==> src/design/fsrl_pkg.sv <==
// constants and types shared by the flash status register logic
package fsrl_pkg;

   // status byte one field positions
   localparam int unsigned ONE_LOCK_BIT = 7;
   localparam int unsigned ONE_ERR_BIT = 5;
   localparam int unsigned ONE_WPP_BIT = 4;
   localparam int unsigned ONE_SWP_HI = 3;
   localparam int unsigned ONE_SWP_LO = 2;
   localparam int unsigned ONE_WEL_BIT = 1;
   localparam int unsigned ONE_BUSY_BIT = 0;

   // status byte two field positions
   localparam int unsigned TWO_RESET_CMD_ENABLE_BIT = 4;
   localparam int unsigned TWO_SLE_BIT = 3;
   localparam int unsigned TWO_PS_BIT = 2;
   localparam int unsigned TWO_ES_BIT = 1;
   localparam int unsigned TWO_BUSY_BIT = 0;

   // power-up values of the stored bits
   localparam logic LOCK_RESET = 1'h0;
   localparam logic ERR_RESET = 1'h0;
   localparam logic WEL_RESET = 1'h0;
   localparam logic RESET_CMD_ENABLE_RESET = 1'h0;
   localparam logic SLE_RESET = 1'h0;
   localparam logic FROZEN_RESET = 1'h0;
   localparam logic WP_PIN_RESET = 1'h1;
   localparam logic [7:0] BYTE_RESET = 8'h00;

   // software protection summary codes
   localparam logic [1:0] SWP_NONE = 2'h0;
   localparam logic [1:0] SWP_SOME = 2'h1;
   localparam logic [1:0] SWP_ALL = 2'h3;

   // global protect/unprotect code field of the byte one write
   localparam int unsigned GLOBAL_HI = 5;
   localparam int unsigned GLOBAL_LO = 2;

   localparam int unsigned SECTOR_COUNT = 32;

   // commands gated by the write enable latch
   typedef enum logic [2:0] {
      CMD_PROGRAM,
      CMD_ERASE,
      CMD_PROTECT,
      CMD_UNPROTECT,
      CMD_LOCKDOWN,
      CMD_FREEZE,
      CMD_OTP_WRITE,
      CMD_CFG_WRITE
   } fsrl_cmd_t;

endpackage

==> src/design/fsrl_pin_sync.sv <==
// three-stage synchroniser with agreement filter for the write-protect pin
`timescale 1ns/1ps
module fsrl_pin_sync
   import fsrl_pkg::*;
(
   input wire logic ref_clk,
   input wire logic nrst,
   input wire logic pinIn,
   output logic pinLevel
);
   logic stageOneReg;
   logic stageTwoReg;
   logic stageThreeReg;

   always_ff @(posedge ref_clk) begin
      if (!nrst) begin
         stageOneReg <= WP_PIN_RESET;
         stageTwoReg <= WP_PIN_RESET;
         stageThreeReg <= WP_PIN_RESET;
      end else begin
         stageOneReg <= pinIn;
         stageTwoReg <= stageOneReg;
         stageThreeReg <= stageTwoReg;
      end
   end

   // level only moves once the two settled stages agree
   always_ff @(posedge ref_clk) begin
      if (!nrst) begin
         pinLevel <= WP_PIN_RESET;
      end else if (stageTwoReg == stageThreeReg) begin
         pinLevel <= stageThreeReg;
      end
   end
endmodule // fsrl_pin_sync

==> src/design/fsrl_prot_summary.sv <==
// reduces the per-sector protection bits to the two-bit summary code
`timescale 1ns/1ps
module fsrl_prot_summary
   import fsrl_pkg::*;
#(
   parameter int unsigned SECTORS = SECTOR_COUNT
)
(
   input wire logic ref_clk,
   input wire logic nrst,
   input wire logic [SECTORS-1:0] sectorProt,
   output logic [1:0] summary
);
   // power-up default of the sectors is all protected
   always_ff @(posedge ref_clk) begin
      if (!nrst) begin
         summary <= SWP_ALL;
      end else if (&sectorProt) begin
         summary <= SWP_ALL;
      end else if (|sectorProt) begin
         summary <= SWP_SOME;
      end else begin
         summary <= SWP_NONE;
      end
   end
endmodule // fsrl_prot_summary

==> src/design/fsrl_status_regs.sv <==
// status register bytes one and two with their command gating
`timescale 1ns/1ps
module fsrl_status_regs
   import fsrl_pkg::*;
#(
   parameter int unsigned SECTORS = SECTOR_COUNT
)
(
   input wire logic ref_clk,
   input wire logic nrst,
   input wire logic wpPinN,
   input wire logic [SECTORS-1:0] sectorProt,
   input wire logic writeEnableCmd,
   input wire logic writeDisableCmd,
   input wire logic statusWrite1Req,
   input wire logic statusWrite2Req,
   input wire logic [7:0] statusData,
   input wire logic frameOk,
   input wire logic swResetReq,
   input wire logic gatedCmdReq,
   input wire fsrl_cmd_t cmdKind,
   input wire logic gatedOpEnd,
   input wire logic holdAbort,
   input wire logic opFinish,
   input wire logic opFail,
   input wire logic busyIn,
   input wire logic progSuspIn,
   input wire logic eraseSuspIn,
   output logic [7:0] statusByteOne,
   output logic [7:0] statusByteTwo,
   output logic cmdGrant,
   output logic cmdDeny,
   output logic resetGrant,
   output logic globalProtGo,
   output logic [3:0] globalProtCode,
   output logic lockdownFrozen
);
   logic lockReg;
   logic errReg;
   logic welReg;
   logic rsteReg;
   logic sleReg;
   logic frozenReg;
   logic wpLevel;
   logic wpAsserted;
   logic [1:0] swpCode;
   logic grantNow;
   logic resetTake;
   logic wr1Take;
   logic wr2Take;
   logic wpBlock;
   logic freezeGrant;
   logic welClear;

   fsrl_pin_sync u_wp_sync (
      .ref_clk(ref_clk),
      .nrst(nrst),
      .pinIn(wpPinN),
      .pinLevel(wpLevel)
   );

   fsrl_prot_summary #(
      .SECTORS(SECTORS)
   ) u_summary (
      .ref_clk(ref_clk),
      .nrst(nrst),
      .sectorProt(sectorProt),
      .summary(swpCode)
   );

   assign wpAsserted = !wpLevel;

   // gating of the latch-protected commands
   always_comb begin
      grantNow = 1'b0;
      case (cmdKind)
         CMD_PROTECT, CMD_UNPROTECT: begin
            grantNow = welReg && !lockReg;
         end
         CMD_LOCKDOWN, CMD_FREEZE: begin
            grantNow = welReg && sleReg;
         end
         default: begin
            grantNow = welReg;
         end
      endcase
   end

   assign resetTake = swResetReq && frameOk && rsteReg;
   assign wr1Take = statusWrite1Req && frameOk && welReg;
   assign wr2Take = statusWrite2Req && frameOk && welReg;
   // clearing the lock while the pin is asserted blocks the lock update and the global change; the code is still taken
   assign wpBlock = wpAsserted && !statusData[ONE_LOCK_BIT];
   assign freezeGrant = gatedCmdReq && grantNow && (cmdKind == CMD_FREEZE);

   // partial or unknown opcodes never reach these strobes, so the latch holds
   assign welClear = writeDisableCmd
      || gatedOpEnd
      || (gatedCmdReq && !grantNow)
      || holdAbort
      || statusWrite1Req
      || statusWrite2Req
      || resetTake;

   always_ff @(posedge ref_clk) begin
      if (!nrst) begin
         welReg <= WEL_RESET;
      end else if (writeEnableCmd) begin
         welReg <= 1'b1;
      end else if (welClear) begin
         welReg <= 1'b0;
      end
   end

   // reset command leaves the lock alone
   always_ff @(posedge ref_clk) begin
      if (!nrst) begin
         lockReg <= LOCK_RESET;
      end else if (wr1Take && !wpBlock) begin
         lockReg <= statusData[ONE_LOCK_BIT];
      end
   end

   // global change is judged on the lock state before the write
   always_ff @(posedge ref_clk) begin
      if (!nrst) begin
         globalProtGo <= 1'b0;
         globalProtCode <= 4'h0;
      end else begin
         globalProtGo <= wr1Take && !wpBlock && !lockReg;
         if (wr1Take) begin
            globalProtCode <= statusData[GLOBAL_HI:GLOBAL_LO];
         end
      end
   end

   // only completed operations report; aborts never raise opFinish
   always_ff @(posedge ref_clk) begin
      if (!nrst) begin
         errReg <= ERR_RESET;
      end else if (opFinish) begin
         errReg <= opFail;
      end
   end

   always_ff @(posedge ref_clk) begin
      if (!nrst) begin
         rsteReg <= RESET_CMD_ENABLE_RESET;
      end else if (wr2Take) begin
         rsteReg <= statusData[TWO_RESET_CMD_ENABLE_BIT];
      end
   end

   always_ff @(posedge ref_clk) begin
      if (!nrst) begin
         frozenReg <= FROZEN_RESET;
      end else if (freezeGrant) begin
         frozenReg <= 1'b1;
      end
   end

   always_ff @(posedge ref_clk) begin
      if (!nrst) begin
         sleReg <= SLE_RESET;
      end else if (frozenReg || freezeGrant) begin
         sleReg <= 1'b0;
      end else if (wr2Take) begin
         sleReg <= statusData[TWO_SLE_BIT];
      end
   end

   always_ff @(posedge ref_clk) begin
      if (!nrst) begin
         cmdGrant <= 1'b0;
         cmdDeny <= 1'b0;
         resetGrant <= 1'b0;
         lockdownFrozen <= FROZEN_RESET;
      end else begin
         cmdGrant <= gatedCmdReq && grantNow;
         cmdDeny <= gatedCmdReq && !grantNow;
         resetGrant <= resetTake;
         lockdownFrozen <= frozenReg || freezeGrant;
      end
   end

   // both bytes rebuilt every cycle so polling always sees fresh values
   always_ff @(posedge ref_clk) begin
      if (!nrst) begin
         statusByteOne <= BYTE_RESET;
         statusByteTwo <= BYTE_RESET;
      end else begin
         statusByteOne <= BYTE_RESET;
         statusByteOne[ONE_LOCK_BIT] <= lockReg;
         statusByteOne[ONE_ERR_BIT] <= errReg;
         statusByteOne[ONE_WPP_BIT] <= wpLevel;
         statusByteOne[ONE_SWP_HI:ONE_SWP_LO] <= swpCode;
         statusByteOne[ONE_WEL_BIT] <= welReg;
         statusByteOne[ONE_BUSY_BIT] <= busyIn;
         statusByteTwo <= BYTE_RESET;
         statusByteTwo[TWO_RESET_CMD_ENABLE_BIT] <= rsteReg;
         statusByteTwo[TWO_SLE_BIT] <= sleReg;
         statusByteTwo[TWO_PS_BIT] <= progSuspIn;
         statusByteTwo[TWO_ES_BIT] <= eraseSuspIn;
         statusByteTwo[TWO_BUSY_BIT] <= busyIn;
      end
   end
endmodule // fsrl_status_regs

==> config.mk <==
export PLATFORM = sky130hd
export DESIGN_NAME = fsrl_status_regs
export DESIGN_NICKNAME = d
export VERILOG_FILES = /design/src/design/fsrl_pkg.sv /design/src/design/fsrl_pin_sync.sv /design/src/design/fsrl_prot_summary.sv /design/src/design/fsrl_status_regs.sv
export SDC_FILE = /design/constraint.sdc
export NUM_CORES = 1
export LEC_CHECK = 0
export CAP_MARGIN = 10
export CORE_ASPECT_RATIO = 1.2
export CORE_MARGIN = 2
export CORE_UTILIZATION = 30
export DETAILED_ROUTE_END_ITERATION = 10
export DONT_BUFFER_PORTS = 1
export PLACE_DENSITY = 0.4
export SLEW_MARGIN = 20
export SYNTH_ARGS = -nofsm -noshare
export SYNTH_HDL_FRONTEND = slang
export SYNTH_SLANG_ARGS = --single-unit
export TNS_END_PERCENT = 10
==> constraint.sdc <==
create_clock -name ref_clk -period 1.96 [get_ports ref_clk]
set_input_delay 0.392 -clock ref_clk [delete_from_list [all_inputs] [get_ports ref_clk]]
set_output_delay 0.392 -clock ref_clk [all_outputs]
set_load 0.01 [all_outputs]
== Word level (Yosys, flattened, before mapping) ==
Index checks and enable logic that the tools add are counted.
Cells by class
  mux-type cells: 4
  reduce and logical (&&, ||, !) cells: 33
  eq/ne operators: 5
  bitwise logic cells: 1
Operator list (number)
  32-bit AND reduction: 1
  32-bit OR reduction: 1
  1-bit logical AND: 14
  2-bit OR reduction: 4
  1-bit logical OR: 7
  3-bit by 2-bit == test with 1-bit output, second input constant: 2
  3-bit == test, second input constant: 2
  1-bit zero test: 5
  1-bit 2-to-1 mux: 3
  1-bit case mux with 2 select lines: 1
  2-bit nonzero test: 1
  1-bit == test: 1
  1-bit NOT: 1
Word-level totals
  bits of input ports: 60
  logic and storage cells: 64
  output and inout port bits: 25
  register bits: 37

== Longest topological paths before layout ==
Gate-level depths: netlist of run 1.
  depth after elaboration: 12
  depth in mapped cells: 4
  depth with buffers taken out: 3

== Modules after synthesis ==
A second synthesis of run 1 with hierarchy kept.
Unflattened totals
  cell total of the unflattened synthesis: 122
  area, all modules: 1249.9 sq um
By module, submodules not included
  fsrl_status_regs: cells each 88, seq. area each 520.5 sq um, times used 1, area an instance 950.9 sq um
  fsrl_prot_summary: cells each 24, seq. area each 40.0 sq um, times used 1, area an instance 186.4 sq um
  fsrl_pin_sync: cells each 10, seq. area each 80.1 sq um, times used 1, area an instance 112.6 sq um

== Least setup slack after synthesis of run 1 ==
OpenSTA, ideal clock, no wires.
  path type: input to register
  start: input sectorProt[22]
  end: register u_summary.summary[0]
  required time: 1.880 ns
  path buffers: 0
  setup time: 0.080 ns
  slack: 0.699 ns
  arrival: 1.181 ns
  cell stages on the path: 3
  path through: nand4_1 -> or4_4 -> o2111ai_2
On the way
  cells in the longest elaborated chain, start to end: 2
  elaborated cells on any way between the ends: 4
  classes of those cells: mux (1); reduce/logical (3)
RTL lines
  start: declaration: line fsrl_status_regs.sv:12  | input wire logic [SECTORS-1:0] sectorProt,
  32-bit OR reduction / 32-bit AND reduction (equally long branches): line fsrl_prot_summary.sv:20, fsrl_prot_summary.sv:18
  1-bit 2-to-1 mux / 2-bit OR reduction (equally long branches)
  end signal: assignment: line fsrl_prot_summary.sv:19  | summary <= SWP_ALL;
  end signal: assignment: line fsrl_prot_summary.sv:21  | summary <= SWP_SOME;
  end signal: assignment: line fsrl_prot_summary.sv:23  | summary <= SWP_NONE;
  end: declaration: line fsrl_prot_summary.sv:12  | output logic [1:0] summary
Parallel ways exist; a longest one is shown, timed or not.
A chain may end at the register's enable or synchronous reset.

== Worst setup path after layout of run 1 ==
  start: register welReg
  end: register lockReg
On the way
  cells in the longest elaborated chain, start to end: 2
RTL lines
  start: declaration: line fsrl_status_regs.sv:40  | logic welReg;
  start signal: assignment: line fsrl_status_regs.sv:107  | welReg <= WEL_RESET;
  start signal: assignment: line fsrl_status_regs.sv:109  | welReg <= 1'b1;
  start signal: assignment: line fsrl_status_regs.sv:111  | welReg <= 1'b0;
  1-bit logical AND: line fsrl_status_regs.sv:90  | assign wr1Take = statusWrite1Req && frameOk && welReg;
  1-bit logical AND: line fsrl_status_regs.sv:119  | end else if (wr1Take && !wpBlock) begin
  end signal: assignment: line fsrl_status_regs.sv:120  | lockReg <= statusData[ONE_LOCK_BIT];
  end: declaration: line fsrl_status_regs.sv:38  | logic lockReg;
Every way passes these cells.

==> impl_results.md, run 1 <==
* Status: complete, no violations
* Row cnt at 25
* Routed wire length at 2680 µm
* Combinational power share at 3.2%
* Max_cap viols at 0
* P per Cell Area at 996 mW/mm²
* Tot GR Track Use at 11.9%
* Area growth syn-to-layout at 11.0%
* Worst Path Arrival at 1.42 ns
* Largest delay contributor family on the critical path: flip-flops
* # H-tree levels at 2
* Top-area cell type share of the netlist area at 52.9%
* Critical path endpoint category: flip-flop
* Sequential share of power at 51.4%
* Met3 WL at 283 µm
* RSZ-0062 raised after global routing: false
* DR iter-0 viols at 56
* Nets at 184
* First-pass GRT wire length at 3870 µm
* Max VDD drop at 305 µV
* Sequential share of the synthesized area at 52.9%
* FFs w/ async S/R, synth at 0%
* Number of detailed-route iterations in the first pass at 4
* Synthesized instance count at 123
* Final Setup Violations at 0
* Worst Path Max Fanout at 8
* Crit-path cells: nand3_1, o21ai_0, a21oi_1
* Post-route setup TNS at 0 ns
* Synth warn at 0
* Share of cells above drive strength 1 at 9.60%
* Post-CTS setup buffer count at 0
* Net load switching power at 0.000269 W
* Crit-path slowest cell: dfxtp_1
* Synth Flop Type: dfxtp_1
* Internal power at 0.00107 W
* Vias at 918
* Area contributors post-synth: dfxtp_1 53%, and2_1 5.2%, nand4_1 5.2%
* N_diodes at 0
* Hold buffer count at CTS at 0
* Met1 WL at 989 µm
* Leakage at 0.521 nW
* Most frequent cell after synthesis: dfxtp_1
* IO Port Bufs at 0
* Inst Count DP at 171
* I/O pin cnt at 85
* Vias in the first global route at 859
* Die ar. at 0.00456 mm²
* Worst skew pair latency at 0.28 ns
* Fmax at 0.793 GHz
* Detail Route Antenna Nets at 0
* # DRC at 0
* Clock sink total at 32
* Yosys top cell by area: dfxtp_1
* RD Place Congestion at 0.739
* Die Y at 73.6 µm
* Vias per inst at 5.13
* Area of the core at 0.00391 mm²
* Die W at 62 µm
* EDFF count, synth at 0
* Syn_area_per_cell at 9.85 µm²
* Final Max Tran Viols at 0
* Hpwl dp at 2100 µm
* Top cells by count, synth: 32 x dfxtp_1, 14 x nor2_1, 10 x and2_1, 10 x nand4_1, 9 x nor4_1
* Max Used Layer: met4
* Clk slew on worst S/H paths at 0.07 ns
* Synth Register Bits at 32
* Starting Density at 31.0%
* Class of the worst hold path: input pin to flip-flop
* Yosys cell types at 29
* Post-Syn Area at 0.00121 mm²
* Switching share of total power at 20.1%
* WP data required at 2.11 ns
* Clock skew at 0.00644 ns
* Non-filler cells, final at 179
* Crit Path Class: flip-flop to flip-flop
* Initial antenna violation count at 0
* Largest net degree at the start of global routing at 21
* Remaining Overflow, GRT at 0
* CTS Buffer Depth at 2
* CP bufs+invs at 0
* PostCTS Resize Cnt at 0
* Max incr delay on CP at 0.47 ns
* Tmin final at 1.26 ns
* Fin crit share at 64.3%
* Root buf cell: clkbuf_8
* Routed wl met2 at 1350 µm
* CP Launch Type: flip-flop
* Drt wl/cell at 15.0 µm
* Final hold violation count at 0
* Clock power frac at 45.3%
* CTS tree: yes
* Power Total at 0.00134 W
* Num CTS Buffers at 5
-- registers in the layout, indices dropped and copies added, names as in the netlist, 2 cells and up --
| name | flops |
|---|---|
| statusByteTwo | 4 |
| u_summary.summary | 2 |
| statusByteOne | 7 |
| globalProtCode | 4 |
-- cell usage in the layout (no fill, tap or decap), types with 2 or more instances in the layout --
cell type,netlist,routed
dfxtp_1,32,32
nor2_1,14,14
nand4_1,10,10
and2_1,10,10
nor4_1,9,9
mux2i_1,6,6
clkbuf_8,0,5
nand3_1,4,4
conb_1,1,4
inv_1,3,3
o21ai_0,3,3
nand2b_1,3,3
a21oi_1,2,2
nand2_1,2,2
a31oi_1,2,2
and4_1,2,2
-- worst register-to-register path, cell delays in order (launching register included) --
cell     delay [ns]
dfxtp_1        0.47
nand3_1        0.33
o21ai_0        0.26
a21oi_1        0.08
-- per-layer routing --
| metal | vias to the layer above | track usage [%] |
|---|---|---|
| met1 | 424 | 13.3 |
| li1 | 434 | - |
| met5 | - | 0 |
| met2 | 54 | 18.9 |
| met3 | 6 | 5.28 |
| met4 | 0 | 5.67 |
-- per-stage QoR --
step | area (µm²) | hold WS (ns) | worst slack [ns] | util [%]
final | 1340 | 0.183 | 0.700 | 34.4
after global routing | 1340 | 0.167 | 0.603 | 34.4
after CTS | 1340 | 0.170 | 0.706 | 34.4
after detailed placement | 1240 | 0.396 | 0.672 | 31.6
after global placement | 1240 | 0.392 | 0.664 | 31.6
after floorplan | 1220 | 0.386 | 0.699 | -
-- power groups by stage --
stage	Sequential (W)	Combinational (W)	Clock [W]
floorplan	0.000698	0.0000521	0
global placement	0.000703	0.0000419	0
detailed placement	0.000704	0.0000433	0
CTS	0.000689	0.0000435	0.000630
global route	0.000691	0.0000490	0.000656
finish	0.000689	0.0000431	0.000607
-- kinds of logic (layout without fill, tap and decap cells) --
family,Yosys count,in the layout,share of synthesized area (%)
flip-flops,32,32,52.9
AO/OA/AOI/OAI,10,10,6.09
other,1,4,0.310
buffers and inverters,12,11,5.37
multiplexers,7,7,5.89
AND/OR/NAND/NOR,61,61,29.4
-- path summary, 6_finish.rpt --
check / start / depth (start not counted) / endpoint / slack [ns]
worst max-delay path: welReg / 3 / lockReg / 0.70
worst min register to register: u_wp_sync.stageOneReg / 1 / u_wp_sync.stageTwoReg / 0.41
worst max register to register: welReg / 3 / lockReg / 0.70
worst min-delay path: nrst / 1 / u_summary.summary[0] / 0.18
-- area by class of cell --
| type | instances | area [µm²] |
|---|---|---|
| Multi-Input combinational cell | 82 | 517 |
| Clock buffer | 6 | 72.6 |
| Inverter | 3 | 11.3 |
| Sequential cell | 32 | 641 |
| Tap cell | 54 | 67.6 |
| Clock inverter | 2 | 35.0 |
| Fill cell | 415 | 2570 |
No activity file was read; power rests on OpenSTA's default activity.
==> run 2: changes to the inputs <==
==> constraint.sdc (replaced) <==
create_clock -name ref_clk -period 1.2 [get_ports ref_clk]
set_input_delay 0.24 -clock ref_clk [delete_from_list [all_inputs] [get_ports ref_clk]]
set_output_delay 0.24 -clock ref_clk [all_outputs]
set_load 0.01 [all_outputs]
==> run 2 against run 1 <==
Fmax is 7.9% higher. Core utilization is 1.3 points higher. First-iteration DRC count shrank 30%. Register-to-register slack worse by 0.67 ns. Via count fell by 1.7%.
==> impl_results.md, run 2 (synthesized netlist as in run 1, its figures left out) <==
* Fmax at 0.856 GHz (+7.9%)
* # DRC at 0 (unchanged)
* Clock sink total at 32 (unchanged)
* Status: complete, no violations
* CTS Buffer Depth at 2 (unchanged)
* WHS at 0.0322 ns (-0.151 ns)
* RSZ-0062 raised after global routing: true
* Combinational power share at 3.4% (+0.2 points)
* Clock power frac at 48.1% (+2.8 points)
* Tot GR Track Use at 11.9% (+0.037 points)
* Crit-path cells: or3b_4, a41oi_4, and3_1
* Clk slew on worst S/H paths at 0.06 ns (about the same)
* Worst Path Max Fanout at 4 (-4)
* Number of detailed-route iterations in the first pass at 3 (-1)
* Worst R2R Setup Slack at 0.03 ns (-0.67 ns)
* Sequential share of power at 48.5% (-2.9 points)
* Hpwl dp at 2070 µm (-1.2%)
* Crit Path Class: flip-flop to flip-flop
* Share of cells above drive strength 1 at 12.6% (+3.0 points)
* Crit path to: sleReg
* First-pass GRT wire length at 3860 µm (-0.34%)
* Net load switching power at 0.000445 W (+65%)
* P per Cell Area at 1660 mW/mm² (+67%)
* Met1 WL at 1040 µm (+5.2%)
* R2R cell count at 3 (unchanged)
* Leakage at 0.543 nW (+4.2%)
* Fin crit share at 97.3% (+33 points)
* Switching share of total power at 19.2% (-0.86 points)
* WP data required at 1.42 ns (-0.69 ns)
* Clock skew at 0.00453 ns (-0.00190 ns)
* Row cnt at 25 (unchanged)
* Met3 WL at 241 µm (-15%)
* Final Max Tran Viols at 0 (unchanged)
* Worst setup path start: sleReg
* RR Endpoint: sleReg
* Worst skew pair latency at 0.28 ns (about the same)
* Root buf cell: clkbuf_8
* Remaining Overflow, GRT at 0 (unchanged)
* Vias in the first global route at 857 (-0.23%)
* Max_cap viols at 0 (unchanged)
* Final hold violation count at 0 (unchanged)
* Routed wire length at 2630 µm (-2.0%)
* Die ar. at 0.00456 mm² (unchanged)
* Worst r2r src: sleReg
* # H-tree levels at 2 (unchanged)
* Finished Core Util at 35.6% (+1.3 points)
* Class of the worst hold path: input pin to flip-flop
* Crit. path cell count at 3 (unchanged)
* Die W at 62 µm (unchanged)
* Most frequent cells in the layout: 32 x dfxtp_1, 14 x nor2_1, 10 x nand4_1, 10 x and2_1, 9 x nor4_1
* Drt wl/cell at 14.5 µm (-3.1%)
* Worst Path Arrival at 1.39 ns (-0.03 ns)
* Tmin final at 1.17 ns (-0.0923 ns)
* Vias per inst at 4.98 (-2.8%)
* Max VDD drop at 600 µV (+96%)
* Internal power at 0.00187 W (+75%)
* Power Total at 0.00231 W (+73%)
* Min-Delay Path Depth at 1 (unchanged)
* Largest net degree at the start of global routing at 21 (unchanged)
* DR iter-0 viols at 39 (-30%)
* CTS tree: yes
* Biggest regs: statusByteOne: 7 flops, globalProtCode: 4 flops, statusByteTwo: 4 flops
* Largest reg by FF count: statusByteOne
* Area of the core at 0.00391 mm² (unchanged)
* Starting Density at 31.0% (unchanged)
* Largest delay contributor family on the critical path: simple AND/OR/NAND/NOR gates
* Initial antenna violation count at 0 (unchanged)
* Max Used Layer: met4
* N_diodes at 0 (unchanged)
* Vias at 902 (-1.7%)
* CP bufs+invs at 0 (unchanged)
* Most common cell after layout, fill and taps aside: dfxtp_1
* Num CTS Buffers at 5 (unchanged)
* Area occupied by multi-input gates at 533 µm² (+3.1%)
* Hold buffer count at CTS at 0 (unchanged)
* IO Port Bufs at 0 (unchanged)
* CP Launch Type: flip-flop
* Area growth syn-to-layout at 15.1%
* RD Place Congestion at 0.744 (+0.57%)
* Critical path endpoint category: flip-flop
* Nets at 186 (+1.1%)
* Crit-path slowest cell: or3b_4
* Max incr delay on CP at 0.43 ns (-0.04 ns)
* I/O pin cnt at 85 (unchanged)
* Seq. cell area at 641 µm² (unchanged)
* Post-route setup TNS at 0 ns (unchanged)
* Routed wl met2 at 1300 µm (-3.8%)
* Detail Route Antenna Nets at 0 (unchanged)
* Die Y at 73.6 µm (unchanged)
* Final Setup Violations at 0 (unchanged)
* Max reg flops at 7 (unchanged)
* Fillers at 414 (-0.24%)
## run 2: cell types whose count changed in the layout (fill, tap and decap cells not counted)
| cell | before | now |
|---|---|---|
| buf_4 | 0 | 2 |
| clkbuf_8 | 5 | 7 |
| a41oi_2 | 1 | 0 |
| a41oi_4 | 0 | 1 |
| clkbuf_1 | 1 | 0 |
| clkinv_2 | 1 | 0 |
| nand3_1 | 4 | 3 |
| nand3_2 | 0 | 1 |
| o21ai_0 | 3 | 2 |
| o21ai_1 | 1 | 2 |
## run 2: timing repair
item	in CTS	in global routing
resized for setup	1	2
buffers inserted	0	0
cloned	0	0
endpoints found under the setup margin	1	3
pin swaps	1	0
## run 2: worst min-delay path by stage
stage | startpoint | to | slack [ns]
CTS | nrst | u_summary.summary[0] | 0.02
finish | nrst | u_summary.summary[0] | 0.03
global route | nrst | u_summary.summary[0] | 0.009
global placement | nrst | u_summary.summary[0] | 0.32
detailed placement | nrst | u_summary.summary[0] | 0.31
floorplan | wpPinN | u_wp_sync.stageOneReg | 0.34
## run 2: layer usage
metal	vias to the layer above	track usage (%)
li1	437	-
met1	412	13.8
met2	48	18.4
met3	5	4.75
met4	0	6.38
met5	-	0
## run 2: per-stage QoR
stage	cell area [µm²]	setup WS (ns)	cells
CTS	1390	0.0194	181
finish	1390	0.0318	181
global placement	1250	0.00407	173
global route	1390	-0.0217	181
detailed placement	1250	-0.0101	173
floorplan	1220	0.0730	126
## run 2: area by class of cell
class,instances,share of cell area [%]
flip-flops and latches,32,46.0
multi-input cells,82,38.2
clock buffers,7,6.91
well taps,54,4.85
clock inverters,1,2.15
repair buffers,2,1.08
inverters,3,0.808
## run 2: power by group through the flow
stage	logic, W	registers, W	clock network (W)
final	0.0000785	0.00112	0.00111
after CTS	0.0000787	0.00112	0.00115
after detailed placement	0.0000762	0.00115	0
after global placement	0.0000746	0.00115	0
after floorplan	0.0000851	0.00114	0
after global routing	0.0000883	0.00113	0.00120
==> run 3: changes to the inputs <==
==> constraint.sdc (replaced) <==
create_clock -name ref_clk -period 1.2 [get_ports ref_clk]
set_input_delay 0.06 -clock ref_clk [delete_from_list [all_inputs] [get_ports ref_clk]]
set_output_delay 0.06 -clock ref_clk [all_outputs]
set_load 0.01 [all_outputs]
==> run 3 against run 2 <==
Final area is 13% higher. Routed wire length rose by 5.2%. Global-route usage is 0.43 points higher. Clock skew fell by 0.00091 ns. Count of clock-buffer cells in the layout stayed put. Register-to-register slack is essentially flat. Core utilization grew 4.7 points. Fmax is 0.74% higher.
==> impl_results.md, run 3 (synthesized netlist as in run 1, its figures left out) <==
* Status: complete, no violations
* Max VDD drop at 498 µV (-17%)
* Vias at 985 (+9.2%)
* Class of the worst hold path: input pin to flip-flop
* Crit-path cells: or3b_4, a41oi_2, and3_1
* Die ar. at 0.00456 mm² (unchanged)
* Initial antenna violation count at 0 (unchanged)
* Slew HR at 65.8%
* Vias in the first global route at 946 (+10%)
* Nets at 205 (+10%)
* Routed wire length at 2760 µm (+5.2%)
* Area after DPL at 0.00124 mm² (-0.60%)
* Post-CTS setup buffer count at 0 (unchanged)
* Met3 WL at 261 µm (+8.3%)
* Tmin final at 1.16 ns (-0.00863 ns)
* Leakage at 0.622 nW (+14%)
* CTS Buffer Depth at 2 (unchanged)
* I/O pin cnt at 85 (unchanged)
* Final worst slack at 0.0405 ns (+0.00863 ns)
* Fmax at 0.862 GHz (+0.74%)
* Area growth syn-to-layout at 30.2%
* Worst r2r src: sleReg
* Number of detailed-route iterations in the first pass at 4 (+1)
* Most common cell after layout, fill and taps aside: dfxtp_1
* Share of cells above drive strength 1 at 10.3% (-2.3 points)
* Final Setup Violations at 0 (unchanged)
* Worst Path Max Fanout at 4 (unchanged)
* Fin crit share at 96.6% (-0.72 points)
* # DRC at 0 (unchanged)
* Max_cap viols at 0 (unchanged)
* Hold Path Origin: statusWrite2Req
* Biggest regs: statusByteOne: 7 flops, globalProtCode: 4 flops, statusByteTwo: 4 flops
* Area of the core at 0.00391 mm² (unchanged)
* Die W at 62 µm (unchanged)
* N_diodes at 0 (unchanged)
* Fillers at 410 (-0.97%)
* # H-tree levels at 2 (unchanged)
* Clock sink total at 32 (unchanged)
* Die Y at 73.6 µm (unchanged)
* Final hold violation count at 0 (unchanged)
* Hpwl dp at 2060 µm (-0.48%)
* CP Launch Type: flip-flop
* Max incr delay on CP at 0.42 ns (about the same)
* Num CTS Buffers at 5 (unchanged)
* Starting Density at 31.0% (unchanged)
* Largest reg by FF count: statusByteOne
* WHS at 0.00801 ns (-0.0242 ns)
* Max Used Layer: met4
* First-pass GRT wire length at 4060 µm (+5.4%)
* CTS tree: yes
* Tot GR Track Use at 12.4% (+0.43 points)
* Finished Core Util at 40.3% (+4.7 points)
* Hold path endpoint: welReg
* R2R cell count at 3 (unchanged)
* Vias per inst at 4.93 (-1.2%)
* Final Max Tran Viols at 0 (unchanged)
* Clk slew on worst S/H paths at 0.06 ns (about the same)
* Worst R2R Setup Slack at 0.04 ns (about the same)
* Drt wl/cell at 13.8 µm (-4.8%)
* P per Cell Area at 1500 mW/mm² (-9.8%)
* Detail Route Antenna Nets at 0 (unchanged)
* Setup WS pre-CTS at 0.00971 ns (+0.0198 ns)
* IO Port Bufs at 0 (unchanged)
* Critical path endpoint category: flip-flop
* Row cnt at 25 (unchanged)
* WP data required at 1.42 ns (about the same)
* Root buf cell: clkbuf_8
* DR iter-0 viols at 40 (+2.6%)
* Worst Path Arrival at 1.38 ns (about the same)
* Design Area, Final at 0.00158 mm² (+13%)
* Worst skew pair latency at 0.27 ns (about the same)
* RD Place Congestion at 0.740 (-0.54%)
* Max reg flops at 7 (unchanged)
* Met1 WL at 1090 µm (+4.3%)
* Most frequent cells in the layout: 31 x dfxtp_1, 18 x dlygate4sd3_1, 14 x nor2_1
* Remaining Overflow, GRT at 0 (unchanged)
* Worst-margin pin slew at 0.513 ns
* Crit-path slowest cell: or3b_4
* Min-Delay Path Depth at 3 (+2)
* Non-filler cells, final at 200 (+10%)
* Crit Path Class: flip-flop to flip-flop
* RSZ-0062 raised after global routing: true
* Inst Count DP at 172 (-0.58%)
* Clock skew at 0.00362 ns (-0.000912 ns)
* Largest net degree at the start of global routing at 17 (-19%)
* RR Endpoint: sleReg
* Routed wl met2 at 1360 µm (+4.2%)
run 3: cell count changes in the layout (fill, tap and decap cells not counted), sizes merged:
cell          before  now
dlygate4sd3        0   18
dlymetal6s4s       0    2
buf                2    1
run 3: final cells by class:
| cell class | instances | area, µm² | share of cell area (%) |
|---|---|---|---|
| inverter | 3 | 11.3 | 0.714 |
| sequential | 32 | 642 | 40.7 |
| timing repair buffer | 21 | 213 | 13.5 |
| multi-input combinational | 82 | 517 | 32.8 |
| tap | 54 | 67.6 | 4.29 |
| clock buffer | 7 | 96.3 | 6.11 |
| clock inverter | 1 | 30.0 | 1.90 |
run 3: how the worst max path moves through the flow:
stage	startpoint	to	depth (start not counted)
after global routing	sleReg	sleReg	3
after floorplan	welReg	sleReg	4
final	sleReg	sleReg	3
after detailed placement	sleReg	sleReg	3
after global placement	sleReg	sleReg	3
after CTS	nrst	welReg	4
run 3: layer usage:
metal  global-route usage [%]  vias to the layer above
met5                        0                        -
met4                     5.44                        0
met3                     5.81                        7
met2                     19.8                       55
met1                     13.7                      443
li1                         -                      480
run 3: metrics by stage:
stage	setup TNS (ns)	total power, W
6_report	0	0.00236
5_1_grt	-0.00222	0.00246
4_1_cts	0	0.00240
3_5_place_dp	0	0.00122
3_3_place_gp	0	0.00122
2_1_floorplan	0	0.00123
run 3: repair_timing:
item	CTS	global route
pin swaps	1	0
endpoints found under the hold margin	29	0
hold buffers	20	0
gates resized for setup	0	3
setup endpoints to repair	1	3
run 3: critical path, delay by kind of cell, from the launching register on:
| kind | cells | cell delay, ns |
|---|---|---|
| and+or+nand+nor | 2 | 0.60 |
| DFF | 1 | 0.32 |
| AOI/OAI and AO/OA | 1 | 0.19 |
run 3: power breakdown:
part | switching [W] | internal [W] | total (W)
clock | 0.000374 | 0.000732 | 0.00111
combinational | 0.0000528 | 0.0000786 | 0.000131
sequential | 0.0000271 | 0.00110 | 0.00112
total | 0.000454 | 0.00191 | 0.00236
